**config.mk**
```make
export PLATFORM = sky130hd
export DESIGN_NAME = wwd_top
export DESIGN_NICKNAME = d
export VERILOG_FILES = /design/src/hdl/wwd_pkg.sv /design/src/hdl/wwd_evt_if.sv /design/src/hdl/wwd_ls_sync.sv /design/src/hdl/wwd_acc_chk.sv /design/src/hdl/wwd_top.sv
export VERILOG_INCLUDE_DIRS = /design/src /design/src/hdl
export SDC_FILE = /design/constraint.sdc
export NUM_CORES = 1
export LEC_CHECK = 0
export ABC_AREA = 1
export BUFFER_PORTS_ARGS = -buffer_cell sky130_fd_sc_hd__buf_2
export CAP_MARGIN = 20
export CORE_ASPECT_RATIO = 0.9
export CORE_MARGIN = 3
export CORE_UTILIZATION = 62
export DETAILED_ROUTE_END_ITERATION = 10
export PLACE_DENSITY = 0.87
export SLEW_MARGIN = 25
export SYNTH_ARGS = -nofsm -noshare
export SYNTH_HDL_FRONTEND = slang
export SYNTH_SLANG_ARGS = --single-unit
```
**constraint.sdc**
```tcl
create_clock -name I_CORE_CLK -period 11.2 [get_ports I_CORE_CLK]
set_input_delay 2.24 -clock I_CORE_CLK [delete_from_list [all_inputs] [get_ports I_CORE_CLK]]
set_output_delay 2.24 -clock I_CORE_CLK [all_outputs]
set_load 0.01 [all_outputs]
```
**src/hdl/wwd_consts.svh**
```systemverilog
// constants of the windowed watchdog: offsets, fields, values, counts
`ifndef WWD_CONSTS_SVH
`define WWD_CONSTS_SVH

`define WWD_KEY_ADDR 16'hff99
`define WWD_KEY_VALUE 8'hac
`define WWD_KEY_RST_ON 8'h9a
`define WWD_KEY_RST_OFF 8'h1a
`define WWD_OPT_ADDR 16'h0080
`define WWD_OPT_WIN_HI 6
`define WWD_OPT_WIN_LO 5
`define WWD_OPT_CNT_EN 4
`define WWD_OPT_OVF_HI 3
`define WWD_OPT_OVF_LO 1
`define WWD_OPT_LOCK 0
`define WWD_OVF_EXP_BASE 5'h0a
`define WWD_CNT_W 17
`define WWD_EXEMPT0_LO 16'hfb00
`define WWD_EXEMPT0_HI 16'hffcf
`define WWD_EXEMPT1_LO 16'hffe0
`define WWD_EXEMPT1_HI 16'hffff
`define WWD_CAUSE_BIT 4
`define WWD_OPT_SETTLE 2'h2

`endif

```
**src/hdl/wwd_pkg.sv**
```systemverilog
// types shared by the windowed watchdog modules
`default_nettype none
package wwd_pkg;
  typedef enum logic [2:0] {
    WWD_ST_LOAD = 3'b001,
    WWD_ST_RUN = 3'b010,
    WWD_ST_FAULT = 3'b100
  } wwd_state_t;
  typedef logic [16:0] wwd_count_t;
  typedef logic [15:0] wwd_addr_t;
  typedef logic [7:0] wwd_byte_t;
endpackage
`default_nettype wire

```
**src/hdl/wwd_evt_if.sv**
```systemverilog
// carrier between the watchdog core and its helper modules
`default_nettype none
interface wwd_evt_if;
  logic ce;
  logic ls_tick;
  logic det_en;
  logic acc_fault;
  modport sync_side (input ce, output ls_tick);
  modport chk_side (input ce, input det_en, output acc_fault);
  modport core (output ce, output det_en, input ls_tick, input acc_fault);
endinterface
`default_nettype wire

```
**src/hdl/wwd_ls_sync.sv**
```systemverilog
// low-speed oscillator synchroniser and rising-edge tick
`default_nettype none
module wwd_ls_sync (
  input wire logic clk,
  input wire logic rst,
  input wire logic ls_osc,
  wwd_evt_if.sync_side evt
);
  import wwd_pkg::*;
  logic s1_reg, s1_next;
  logic s2_reg, s2_next;
  logic s3_reg, s3_next;
  logic tick_reg, tick_next;

  always_comb begin
    s1_next = ls_osc;
    s2_next = s1_reg;
    s3_next = s2_reg;
    // edge seen only on the second and third stages
    tick_next = s2_reg & ~s3_reg;
  end

  always_ff @(posedge clk or posedge rst) begin
    if (rst) begin
      s1_reg <= 1'b0;
      s2_reg <= 1'b0;
      s3_reg <= 1'b0;
      tick_reg <= 1'b0;
    end else if (evt.ce) begin
      s1_reg <= s1_next;
      s2_reg <= s2_next;
      s3_reg <= s3_next;
      tick_reg <= tick_next;
    end
  end

  assign evt.ls_tick = tick_reg;
endmodule
`default_nettype wire

```
**src/hdl/wwd_acc_chk.sv**
```systemverilog
// illegal fetch and data access detector
`default_nettype none
`include "wwd_consts.svh"
module wwd_acc_chk (
  input wire logic clk,
  input wire logic rst,
  input wire logic fetch,
  input wire logic data_acc,
  input wire wwd_pkg::wwd_addr_t addr,
  input wire logic area_hit,
  wwd_evt_if.chk_side evt
);
  import wwd_pkg::*;
  logic fault_reg, fault_next;

  function automatic logic in_exempt(input wwd_addr_t a);
    in_exempt = ((a >= `WWD_EXEMPT0_LO) && (a <= `WWD_EXEMPT0_HI)) ||
                ((a >= `WWD_EXEMPT1_LO) && (a <= `WWD_EXEMPT1_HI));
  endfunction

  always_comb begin
    fault_next = 1'b0;
    if (evt.det_en) begin
      if (fetch && !area_hit)
        fault_next = 1'b1; // [RQ7]
      if (data_acc && !area_hit && !in_exempt(addr))
        fault_next = 1'b1; // [RQ8]
    end
  end

  always_ff @(posedge clk or posedge rst) begin
    if (rst)
      fault_reg <= 1'b0;
    else if (evt.ce)
      fault_reg <= fault_next;
  end

  assign evt.acc_fault = fault_reg;
endmodule
`default_nettype wire

```
**src/hdl/wwd_top.sv**
```systemverilog
// windowed watchdog core: counter, window, key register, fault request
`default_nettype none
`include "wwd_consts.svh"

// Operation
// [RQ1] counter advances only on low-speed oscillator ticks
// [RQ2] overflow without restart raises a reset request
// [RQ3] single-bit access to key register raises a reset request
// [RQ4] writing a non-key byte to key register raises a reset request
// [RQ5] key faults while source clock stopped wait until it runs again
// [RQ6] key write in closed window raises reset request, even correct key
// [RQ7] enabled detection: fetch outside configured areas raises reset
// [RQ8] enabled detection: data access outside areas resets, two exempt ranges
// [RQ9] watchdog reset sets cause flag, bit 4 of cause register
// [RQ10] 8-bit key write clears counter and restarts from zero
// [RQ11] key register reset value 9a enabled, 1a disabled
// [RQ12] key register reads return its reset value, never the key
// [RQ13] configuration from option byte: window, enable, overflow select
// [RQ14] enable 0 stops counter and detection; 1 starts both at release
// [RQ15] first key write after release restarts regardless of window
// [RQ16] later key writes only in open window, enforced by reset
// [RQ17] restart overflow time may differ by two low-speed periods
// [RQ18] key write restarts even in the last count before overflow
// [RQ19] lock 0: pause in halt and stop, resume from held value
// [RQ20] lock 1: keep counting through halt and stop
// [RQ21] lock 0 and oscillator stop bit set: counter stops, keeps count
// [RQ22] counting continues during flash self-programming
// [RQ23] overflow time is 2 to the power 10 plus select periods
// [RQ24] window select opens final 25, 50, 75 or 100 percent
// [RQ25] shortest overflow with 25 percent window is prohibited
// [RQ26] each fault gives one reset request pulse with cause flag
module wwd_top (
  input wire logic I_CORE_CLK,
  input wire logic I_RST,
  input wire logic I_CE,
  input wire logic I_LS_OSC,
  input wire wwd_pkg::wwd_byte_t I_OPT_BYTE,
  input wire logic I_REG_WR,
  input wire logic I_REG_RD,
  input wire logic I_REG_BITOP,
  input wire wwd_pkg::wwd_addr_t I_REG_ADDR,
  input wire wwd_pkg::wwd_byte_t I_REG_WDATA,
  output logic [7:0] O_REG_RDATA,
  input wire logic I_FETCH,
  input wire logic I_DATA_ACC,
  input wire wwd_pkg::wwd_addr_t I_ACC_ADDR,
  input wire logic I_AREA_HIT,
  input wire logic I_HALT,
  input wire logic I_STOP,
  input wire logic I_LS_OSC_STOP,
  output logic O_RST_REQ,
  output logic O_CAUSE_FLAG,
  output logic O_RUNNING
);
  import wwd_pkg::*;

  wwd_evt_if evt ();

  wwd_ls_sync u_sync (
    .clk(I_CORE_CLK),
    .rst(I_RST),
    .ls_osc(I_LS_OSC),
    .evt(evt.sync_side)
  );

  wwd_acc_chk u_chk (
    .clk(I_CORE_CLK),
    .rst(I_RST),
    .fetch(I_FETCH),
    .data_acc(I_DATA_ACC),
    .addr(I_ACC_ADDR),
    .area_hit(I_AREA_HIT),
    .evt(evt.chk_side)
  );

  // option byte strap, synchronised then caught once after release
  wwd_byte_t opt_s1_reg, opt_s1_next;
  wwd_byte_t opt_s2_reg, opt_s2_next;
  wwd_byte_t opt_reg, opt_next;
  logic [1:0] settle_reg, settle_next;

  wwd_state_t state_reg, state_next;
  wwd_count_t count_reg, count_next;
  logic first_done_reg, first_done_next;
  logic pend_reg, pend_next;
  logic req_reg, req_next;
  logic cause_reg, cause_next;
  logic run_reg, run_next;
  wwd_byte_t rdata_reg, rdata_next;

  logic cnt_en;
  logic lock;
  logic [2:0] ovf_sel;
  logic [1:0] win_sel;
  logic src_run;
  logic key_acc;
  logic key_bad;
  logic key_ok;
  logic closed;
  logic last_count;
  wwd_count_t limit_m1;
  wwd_count_t close_lim;

  // last count value before overflow for the chosen select
  function automatic wwd_count_t ovf_last(input logic [2:0] sel);
    logic [4:0] sh;
    sh = `WWD_OVF_EXP_BASE + {2'b00, sel};
    ovf_last = wwd_count_t'((18'h00001 << sh) - 18'h00001); // [RQ23]
  endfunction

  // first open count: closed part is the leading share of the period
  function automatic wwd_count_t closed_end(input logic [2:0] sel,
                                            input logic [1:0] win);
    wwd_count_t q;
    q = wwd_count_t'(ovf_last(sel) >> 2) + 17'h00001;
    case (win)
      2'b00: closed_end = wwd_count_t'(q + q + q); // [RQ24]
      2'b01: closed_end = wwd_count_t'(q + q);
      2'b10: closed_end = q;
      default: closed_end = 17'h00000;
    endcase
  endfunction

  function automatic wwd_byte_t key_rst_val(input logic en);
    key_rst_val = en ? `WWD_KEY_RST_ON : `WWD_KEY_RST_OFF; // [RQ11]
  endfunction

  always_comb begin
    cnt_en = opt_reg[`WWD_OPT_CNT_EN]; // [RQ13]
    lock = opt_reg[`WWD_OPT_LOCK];
    ovf_sel = opt_reg[`WWD_OPT_OVF_HI:`WWD_OPT_OVF_LO];
    win_sel = opt_reg[`WWD_OPT_WIN_HI:`WWD_OPT_WIN_LO];
    // prohibited 000/00 pair is not trapped; it behaves as coded [RQ25]
    limit_m1 = ovf_last(ovf_sel);
    close_lim = closed_end(ovf_sel, win_sel);
    // lock 1 ignores halt, stop and the oscillator stop bit [RQ20]
    src_run = lock | ~(I_HALT | I_STOP | I_LS_OSC_STOP); // [RQ19] [RQ21]
    key_acc = I_REG_WR && (I_REG_ADDR == `WWD_KEY_ADDR);
    closed = first_done_reg && (count_reg < close_lim); // [RQ15] [RQ16]
    key_bad = key_acc && (I_REG_BITOP || // [RQ3]
              (I_REG_WDATA != `WWD_KEY_VALUE) || closed); // [RQ4] [RQ6]
    key_ok = key_acc && !key_bad;
    last_count = (count_reg == limit_m1);
  end

  always_comb begin
    opt_s1_next = I_OPT_BYTE;
    opt_s2_next = opt_s1_reg;
    opt_next = opt_reg;
    settle_next = settle_reg;
    state_next = state_reg;
    count_next = count_reg;
    first_done_next = first_done_reg;
    pend_next = pend_reg;
    req_next = 1'b0;
    cause_next = cause_reg;
    run_next = 1'b0;
    rdata_next = 8'h00;
    case (state_reg)
      WWD_ST_LOAD: begin
        if (settle_reg == `WWD_OPT_SETTLE) begin
          opt_next = opt_s2_reg;
          state_next = WWD_ST_RUN;
        end else begin
          settle_next = settle_reg + 2'h1;
        end
      end
      WWD_ST_RUN: begin
        run_next = cnt_en & src_run; // [RQ14]
        if (I_REG_RD && I_REG_ADDR == `WWD_KEY_ADDR)
          rdata_next = key_rst_val(cnt_en); // [RQ12]
        if (cnt_en) begin
          // counting carries on whatever the flash is doing [RQ22]
          if (key_ok) begin
            // restart is async to the tick phase: up to one period slips
            count_next = 17'h00000; // [RQ10] [RQ17]
            first_done_next = 1'b1; // [RQ15]
          end else if (evt.ls_tick && src_run) begin
            count_next = wwd_count_t'(count_reg + 17'h00001); // [RQ1]
          end
          // a key fault seen while the source is stopped waits for it
          if (key_bad)
            pend_next = 1'b1; // [RQ5]
          if ((pend_reg || key_bad) && src_run)
            req_next = 1'b1; // [RQ5]
          // key write in the final count wins over the overflow
          if (!key_ok && last_count && evt.ls_tick && src_run)
            req_next = 1'b1; // [RQ2] [RQ18]
          if (evt.acc_fault)
            req_next = 1'b1; // [RQ7] [RQ8]
          if (req_next) begin
            cause_next = 1'b1; // [RQ9] [RQ26]
            state_next = WWD_ST_FAULT;
          end
        end
      end
      WWD_ST_FAULT: begin
        // single pulse; only an outside reset leaves this state
        if (I_REG_RD && I_REG_ADDR == `WWD_KEY_ADDR)
          rdata_next = key_rst_val(cnt_en);
      end
      default: begin
        state_next = WWD_ST_LOAD;
      end
    endcase
  end

  always_ff @(posedge I_CORE_CLK or posedge I_RST) begin
    if (I_RST) begin
      opt_s1_reg <= 8'h00;
      opt_s2_reg <= 8'h00;
      opt_reg <= 8'h00;
      settle_reg <= 2'h0;
      state_reg <= WWD_ST_LOAD;
      count_reg <= 17'h00000;
      first_done_reg <= 1'b0;
      pend_reg <= 1'b0;
      req_reg <= 1'b0;
      cause_reg <= 1'b0;
      run_reg <= 1'b0;
      rdata_reg <= 8'h00;
    end else if (I_CE) begin
      opt_s1_reg <= opt_s1_next;
      opt_s2_reg <= opt_s2_next;
      opt_reg <= opt_next;
      settle_reg <= settle_next;
      state_reg <= state_next;
      count_reg <= count_next;
      first_done_reg <= first_done_next;
      pend_reg <= pend_next;
      req_reg <= req_next;
      cause_reg <= cause_next;
      run_reg <= run_next;
      rdata_reg <= rdata_next;
    end
  end

  assign evt.ce = I_CE;
  assign evt.det_en = (state_reg == WWD_ST_RUN) && cnt_en; // [RQ14]

  assign O_RST_REQ = req_reg; // [RQ26]
  assign O_CAUSE_FLAG = cause_reg; // [RQ9]
  assign O_RUNNING = run_reg;
  assign O_REG_RDATA = rdata_reg;
endmodule
`default_nettype wire

```
---- Word-level counts from Yosys, hierarchy flattened ----
Cells that the tools add are included.
storage, ports and cells
  memories ................................ 0
  word-level logic and storage cells ...... 106
  flip-flop bits (word level) ............. 61
  bits in read-only memories .............. 0
  latch bits .............................. 0
  input bits .............................. 61
  memory bits (writable) .................. 0
  output and inout port bits .............. 11
operators by class
  multiplexer cells ....................... 21
  div/mod/pow operators ................... 0
  magnitude comparators ................... 5
  add/sub/neg operators ................... 7
  shift operators ......................... 1
  $mul .................................... 0
  equal/unequal tests ..................... 12
  bitwise logic cells ..................... 9
  reductions and logical operators ........ 34
operator list
  cell                                                                  number
  17-bit one-hot mux with 3 select lines                                1
  17-bit 2-to-1 mux                                                     2
  16-bit greater-or-equal comparator, second input constant             2
  16-bit less-or-equal comparator, second input constant                2
  8-bit 2-to-1 mux                                                      3
  16-bit by 16-bit adder with 17-bit output                             1
  17-bit by 1-bit adder with 17-bit output, second input constant       1
  17-bit by 16-bit adder with 17-bit output                             1
  17-bit == test                                                        1
  17-bit < comparator                                                   1
  1-bit by 5-bit << shifter with 17-bit output, first input constant    1
  17-bit by 1-bit subtractor with 17-bit output, second input constant  1
  15-bit by 1-bit adder with 16-bit output, second input constant       1
  16-bit == test, second input constant                                 1
  1-bit logical AND                                                     16
  4-bit AND reduction                                                   4
  1-bit 2-to-1 mux                                                      11
  3-bit 2-to-1 mux                                                      3
  3-bit one-hot mux with 3 select lines                                 1
  8-bit inequality test, second input constant                          1
  3-bit AND reduction                                                   2
  4-bit by 3-bit adder with 5-bit output, first input constant          1
  5-bit AND reduction                                                   1
  2-bit == test, second input constant                                  2
  15 further kinds                                                      28

---- Longest topological paths before layout ----
Gate-level depths: netlist of run 1.
  depth in word-level cells ............... 24
  depth in mapped cells ................... 35
  gate-level depth less buffers ........... 35

---- By module ----
A second synthesis of run 1 with hierarchy kept.
second synthesis, totals
  cells, all modules ...................... 670
  area, all modules ....................... 4543.1 um^2
by module, submodules not included
  module       times used  cells an instance  seq. area each (um^2)  area an instance (um^2)
  wwd_top      1           627                1252.5                 4254.1
  wwd_ls_sync  1           18                 100.1                  155.1
  wwd_acc_chk  1           25                 25.0                   133.9

---- Least setup slack after synthesis of run 1 ----
No wires, ideal clock.
  kind .................................... register -> register
  from .................................... register opt_reg[2]
  to ...................................... register count_reg[11]
  library setup time ...................... 114 ps
  data arrival time ....................... 3977 ps
  slack ................................... 7109 ps
  data required time ...................... 11086 ps
  period minus slack after synthesis ...... 4091 ps
  stages on the path, launching flop included .. 31
  path buffers ............................ 1
  cells stage by stage .................... dfrtp_1 > inv_2 > ha_1 > inv_1 > nor2_4 > nand2_1 > xnor2_2 > nor2_2 > nand2_2 > nor2_4 > xor2_2 > inv_1 > ha_1 > inv_1 > o211ai_1 > nand2_1 > clkinv_1 > nand2_1 > nand2_1 > nand3_1 > ha_1 > nand2_1 > nor2_1 > inv_1 > nor2_1 > nand3_1 > nand4_1 > nand4_2 > clkbuf_1 > nand3_1 > inv_1
on the way
  word-level cells in the longest chain between the ends .. 15
  elaborated cells on any way between the ends .. 16
  those cells by class .................... add/sub: 5; order compare: 1; shift: 1; mux: 2; reduce/logical: 7
ends and longest elaborated chain
  item                                                RTL line                        RTL
  from (decl)                                         wwd_top.sv:79                   wwd_byte_t opt_reg, opt_next;
  from (signal assigned)                              wwd_top.sv:225                  opt_reg <= opt_next;
  4-bit by 3-bit adder with 5-bit output (no line) *  --
  1-bit by 5-bit << shifter with 17-bit output *      wwd_top.sv:108                  ovf_last = wwd_count_t'((18'h00001 << sh) - 18'h00001);
  17-bit by 1-bit subtractor with 17-bit output *     wwd_top.sv:108
  15-bit by 1-bit adder with 16-bit output *          wwd_top.sv:115                  q = wwd_count_t'(ovf_last(sel) >> 2) + 17'h00001;
  16-bit by 16-bit adder with 17-bit output           wwd_top.sv:117, wwd_top.sv:118
  17-bit by 16-bit adder with 17-bit output           wwd_top.sv:117                  2'b00: closed_end = wwd_count_t'(q + q + q);
  17-bit one-hot mux with 3 select lines *            wwd_top.sv:116                  case (win)
  17-bit < comparator *                               wwd_top.sv:139                  closed = first_done_reg && (count_reg < close_lim);
  1-bit logical AND *                                 wwd_top.sv:139
  1-bit logical OR *                                  wwd_top.sv:140                  key_bad = key_acc && (I_REG_BITOP ||
  1-bit logical AND *                                 wwd_top.sv:140
  1-bit zero test *                                   wwd_top.sv:142                  key_ok = key_acc && !key_bad;
  1-bit logical AND *                                 wwd_top.sv:142
  2-bit nonzero test (no line)                        --
  4-bit AND reduction (no line)                       --
  to (signal assigned)                                wwd_top.sv:228                  count_reg <= count_next;
  to (decl)                                           wwd_top.sv:83                   wwd_count_t count_reg, count_next;
Mark *: on every way between the ends. The rest lies on a longest branch, timed or not.
A chain may end at the register's enable or synchronous reset.

---- Final worst setup path of run 1 ----
  from .................................... register opt_reg[2]
  to ...................................... register count_reg[15]
The elaborated chain is that of the path after synthesis.

==> metrics.txt, run 1 <==
final cell count without fillers=795; top post-synthesis cells by area=dfrtp_1 (31%), nand2_1 (16%), ha_1 (11%), inv_1 (9.5%), nand3_1 (5.1%); max reg flops=17; CTS root buffer=clkbuf_8; Synth Area in Adders=a little over a tenth; first-pass GRT wire length=16.75 mm; Mapped Avg Cell Area=6.866 µm²; vias in the first global route=~3.9k; Final Setup Violations=0; Initial Util=between 60% and 70%; share of layout cells above drive strength 1=14.33%; CP max stage delay=0.59 ns; mux cell area share after synthesis=0%; Core ar.=6726 µm²; Final Max Tran Viols=0; total track usage=25.21%; TritonCTS sink count=55; top-area cell type share of the netlist area=30.75%; Cells after Synth=640; Internal=472.8 µW; Synth Area in XOR/XNOR=under 10%; Critical Setup Path Class=register to register; Net count, final=802; Routed Wire Length=slightly below 10 mm; GRT met2 Usage=41.93%; Layout Area Growth over Synthesis=10.39%; gr busiest metal=met2; part of the power in registers=roughly 28%; f_max=around 190 MHz; GR Overflow Total=0; Post-synth EDFFs=0; largest family of logic cells by synthesized area=simple AND/OR/NAND/NOR gates; dominant synthesized flop cell=dfrtp_1; met1 Use GR=34.16%; post-cts resize count=0; fin crit share=roughly 47%; CP max stage cell=dfrtp_1; setup bufs post-CTS=0; Post-CTS Hold Buffers=0; DRC Markers=0; Routed wire per std cell=12.31 µm; Clock transition at path regs=0.10 ns; crit path capture type=register; Async S/R FF share, synth=100.0%; num rows=28; die area=8135 µm²; CTS Buf Count=5; Post-DRT Antenna Nets=0; Final TNS setup=0 ns; GPL Wtd Cong=0.9288; status=complete, no violations; first drt pass iteration count=6; compound-gate portion of the synthesized area=9.966%; most used cell, CP=nand2_1; worst endpoint required time=11.39 ns; Die Wd=94.74 µm; simple-gate share of the synthesized area=33.83%; Die Y=approximately 86 µm; most common cell in the netlist=nand2_1; #FFs+latches synth=55; Leak=2.720 nW; Initial DRC Count=274; Via density=5.345; clk buf depth=2; unique cell type count in the Yosys netlist=46; antenna violations before repair=0; Synth warnings=0; vias=4249; Hold WC Path Type=register to register; CTS tree=done; Max Cap Viol=0; # diodes=0; post-synthesis cell area=4394 µm²; largest area contributor in the netlist=dfrtp_1; Total Power=between 800 and 900 µW; unrepaired setup endpoints after global routing=false; maximum vdd ir drop=0.00008693 V; Hold Fails Final Rpt=0; IO buf count=62; combinational power share=59.8%; crit path DAT=5.41 ns; I/O Pins=72; HPWL Detailed=approximately 7.8 mm; Commonest cells post-synth=nand2_1 (182), inv_1 (111), dfrtp_1 (54); htree depth=2; Slew HR=51.56%; Sw Pwr=416.3 µW; placed insts=about 790; routing usage on met3=about 4.7%; CP startpoint kind=register; crit path time final=5.220 ns; CP max FO=17; slew at the pin closest to its max-slew limit=0.7240 ns; clock network power share=between 10% and 20%; Switching Share=46.82%; largest net degree at the start of global routing=56; part of the Yosys area used for sequential elements=between 30% and 40%; Pwr Density=between 150 and 200 nW/µm²; clk_lat worst skew=0.30 ns; clock skew=0.009525 ns
==> cells in the final DEF, fill, tap and decap left out, types with 5 or more instances in the layout <==
cell / n
xor2_1: 5
nand4_1: 11
nand3_1: 45
nor2_1: 45
ha_1: 37
dfrtp_1: 54
nand2_2: 7
a21oi_1: 19
inv_1: 110
o22ai_1: 7
conb_1: 12
nor2_4: 7
clkbuf_8: 5
o21ai_0: 36
nand2_1: 182
nor3_1: 9
buf_2: 62
==> stage by stage <==
stage	setup WS (ns)	cell area [µm²]	util (%)	hold WS, ns
after floorplan	7.109	4432	-	0.4349
after global placement	6.230	4767	70.87	0.4434
after detailed placement	6.074	4770	70.91	0.4453
after CTS	6.046	4851	72.12	0.4642
after global routing	5.425	4851	72.12	0.4980
final	5.980	4851	72.12	0.4616
==> power by group through the flow <==
stage                     Sequential (mW)  Clock, mW  Combinational [mW]
after CTS                           0.253      0.106               0.525
final                               0.253      0.104               0.532
after global routing                0.257      0.115               0.612
after detailed placement            0.257          0               0.521
after floorplan                     0.247          0               0.430
after global placement              0.254          0               0.502
==> worst max-delay path, delay by kind of cell, from the launching register on <==
| kind | cells | cell delay [ns] |
|---|---|---|
| buffers and inverters | 6 | 0.51 |
| adder cells (fa/ha/maj) | 3 | 0.99 |
| AND/OR/NAND/NOR | 18 | 2.40 |
| AO/OA/AOI/OAI | 2 | 0.24 |
| flip-flops | 1 | 0.59 |
| XOR/XNOR | 2 | 0.36 |
==> final cells by class <==
class / instances / area [µm²]
Inverter: 115 / 434.2
Multi-Input combinational cell: 465 / 2535
Clock inverter: 1 / 5.005
Sequential cell: 55 / 1378
Tap cell: 90 / 112.6
Fill cell: 553 / 1876
Timing Repair Buffer: 62 / 310.3
Clock buffer: 7 / 76.32
==> routing by layer <==
| metal | vias up | share of wire [%] |
|---|---|---|
| li1 | 2151 | - |
| met1 | 1912 | 45 |
| met2 | 174 | 46 |
| met3 | 12 | 8.3 |
| met4 | 0 | 0.90 |
| met5 | - | 0 |
==> cell families (layout without fill, tap and decap cells) <==
logic type	count (synthesis)	count (layout)
AOI/OAI and AO/OA	78	78
xor gates and xnor gates	10	10
adders and majority gates	37	37
buffers and inverters	130	185
DFF	55	55
other	2	12
and+or+nand+nor	328	328
==> final timing paths <==
kind | cells after the start | start | to | slack, ns
worst min register to register | 1 | u_sync.s3_reg | u_sync.evt.ls_tick | 0.46
max in group asynchronous | 2 | I_RST | count_reg[10] | 8.72
worst min-delay path | 1 | u_sync.s3_reg | u_sync.evt.ls_tick | 0.46
worst max register to register | 31 | opt_reg[2] | count_reg[15] | 5.98
min in group asynchronous | 2 | I_RST | u_sync.s1_reg | 2.03
worst max-delay path | 31 | opt_reg[2] | count_reg[15] | 5.98
Power figures use the tool's default switching activity.
==> inputs of run 2 (changes only) <==
CORE_UTILIZATION = 58   (was 62)
PLACE_DENSITY = 0.82   (was 0.87)
clock period = 5.42 ns   (was 11.2 ns; I/O delays follow)
==> run 2 against run 1 <==
Clock power rose to 2.7 times the previous value. Via count barely moved. Count of clock-buffer cells in the layout fell by 1. Sequential power grew 110%. Register-to-register slack got worse by 5.5 ns. Power rose by 120%. Sequential share of layout area is 0.30 points lower.
==> metrics.txt, run 2 (same netlist as run 1, synthesis figures left out) <==
Core ar.=7184 µm² (+6.8%); GR Overflow Total=0 (unchanged); Routed Wire Length=10.28 mm (+5.1%); post-cts resize count=0 (unchanged); Hold Fails Final Rpt=0 (unchanged); Final Core Density=68.25% (-3.9 points); Critical Setup Path Class=register to register; Final Setup Violations=0 (unchanged); worst endpoint required time=5.66 ns (-5.73 ns); Seq. cell area=1378 µm² (unchanged); worst setup margin=0.4942 ns (-5.486 ns); status=complete, no violations; Layout Area Growth over Synthesis=11.59%; CP max FO=9 (-8); final cell count without fillers=800 (+0.63%); commonest non-fill, non-tap cells in the layout=nand2_1 (182), inv_1 (110), buf_2 (62); CP max stage delay=0.59 ns (about the same); leading cell type in the layout, fill and taps excluded=nand2_1; Hold WC Path Type=register to register; setup bufs post-CTS=0 (unchanged); Final TNS setup=0 ns (unchanged); GPL Wtd Cong=0.9245 (-0.46%); fin area=4903 µm² (+1.1%); Leak=2.748 nW (+1.0%); Placed Area=4786 µm² (+0.34%); CTS Buf Count=5 (unchanged); first-pass GRT wire length=17.39 mm (+3.8%); Via density=5.315 (-0.55%); max reg flops=17 (unchanged); f_max=203.0 MHz (+6.0%); htree depth=2 (unchanged); CP max stage cell=dfrtp_1; CP startpoint kind=register; Routed wire per std cell=12.85 µm (+4.4%); pre-CTS WS=0.5900 ns (-5.484 ns); crit path capture type=register; Die Y=88.58 µm (+3.2%); hold_ws=0.4732 ns (+0.01157 ns); # diodes=0 (unchanged); Total Power=1.922 mW (+120%); vias in the first global route=3893 (-1.1%); num rows=29 (+3.6%); antenna violations before repair=0 (unchanged); Net count, final=804 (+0.25%); Clock transition at path regs=0.10 ns (about the same); clk_lat worst skew=0.31 ns (about the same); Initial Util=61.16% (-4.2 points); clk buf depth=2 (unchanged); I/O Pins=72 (unchanged); crit path DAT=5.17 ns (-0.24 ns); placed insts=792 (+0.64%); die area=8658 µm² (+6.4%); first drt pass iteration count=5 (-1); share of layout cells above drive strength 1=14.85% (+0.53 points); most used cell, CP=nand3_1; total track usage=24.47% (-0.74 points); CTS tree=done; Final Max Tran Viols=0 (unchanged); Max Cap Viol=0 (unchanged); largest net degree at the start of global routing=56 (unchanged); Slew HR=48.67% (-2.9 points); Post-DRT Antenna Nets=0 (unchanged); unrepaired setup endpoints after global routing=false; Initial DRC Count=259 (-5.5%); Pwr Density=391.9 nW/µm² (+110%); TritonCTS sink count=55 (unchanged); filler cell count=616 (+11%); HPWL Detailed=8.245 mm (+5.8%); CTS root buffer=clkbuf_8; vias=4252 (+0.071%); fin crit share=90.88% (+44 points); IO buf count=62 (unchanged); Die Wd=97.75 µm (+3.2%); DRC Markers=0 (unchanged); crit path time final=4.926 ns (-0.2941 ns); Post-CTS Hold Buffers=0 (unchanged); maximum vdd ir drop=0.0002162 V (+150%); slew at the pin closest to its max-slew limit=0.7671 ns (+0.04319 ns); clock skew=0.009427 ns (-0.00009747 ns); area of the multi-input gates=2535 µm² (unchanged)
[run 2: changes by cell type in the layout (fill, tap and decap cells not counted)]
cell | previous run | this run
inv_4 | 1 | 0
bufinv_16 | 0 | 1
inv_2 | 2 | 3
clkbuf_8 | 5 | 6
buf_4 | 0 | 2
clkbuf_1 | 2 | 0
[run 2: final timing paths]
path                           startpoint              to  slack [ns]  depth (start not counted)
min                        first_done_reg  first_done_reg        0.47                          2
max in group asynchronous           I_RST  O_REG_RDATA[4]        4.02                          3
min in group asynchronous           I_RST    count_reg[2]        0.94                          3
min reg2reg                first_done_reg  first_done_reg        0.47                          2
max                            opt_reg[2]    state_reg[1]        0.49                         27
max reg2reg                    opt_reg[2]    state_reg[1]        0.49                         27
[run 2: area by class of cell]
cell class / count / area share [%]
repair buffers: 64 / 6.634
clock inverters: 2 / 0.7145
flip-flops and latches: 55 / 28.09
well taps: 93 / 2.373
clock buffers: 6 / 1.684
inverters: 115 / 8.803
multi-input cells: 465 / 51.70
[run 2: report_power, final]
part / switching, mW / internal (mW)
Sequential: 0.0597 / 0.466
Clock: 0.132 / 0.150
Combinational: 0.693 / 0.421
Total: 0.885 / 1.04
[run 2: per-layer routing]
metal  track usage [%]  part of all wire [%]  routed length (µm)  up-vias
met5                 0                     0                   0        -
met4             7.925                   2.0                 201        0
met3             4.571                   7.3                 753       15
met2             40.14                    45                4645      157
met1             33.25                    46                4680     1916
li1                  -                     -                   -     2164
[run 2: critical path, delay by kind of cell, from the launching register on]
family	cells	cell delay [ns]
AND/OR/NAND/NOR	19	2.25
adder cells (fa/ha/maj)	3	1.05
flip-flops	1	0.59
AO/OA/AOI/OAI	3	0.74
buffers and inverters	2	0.22
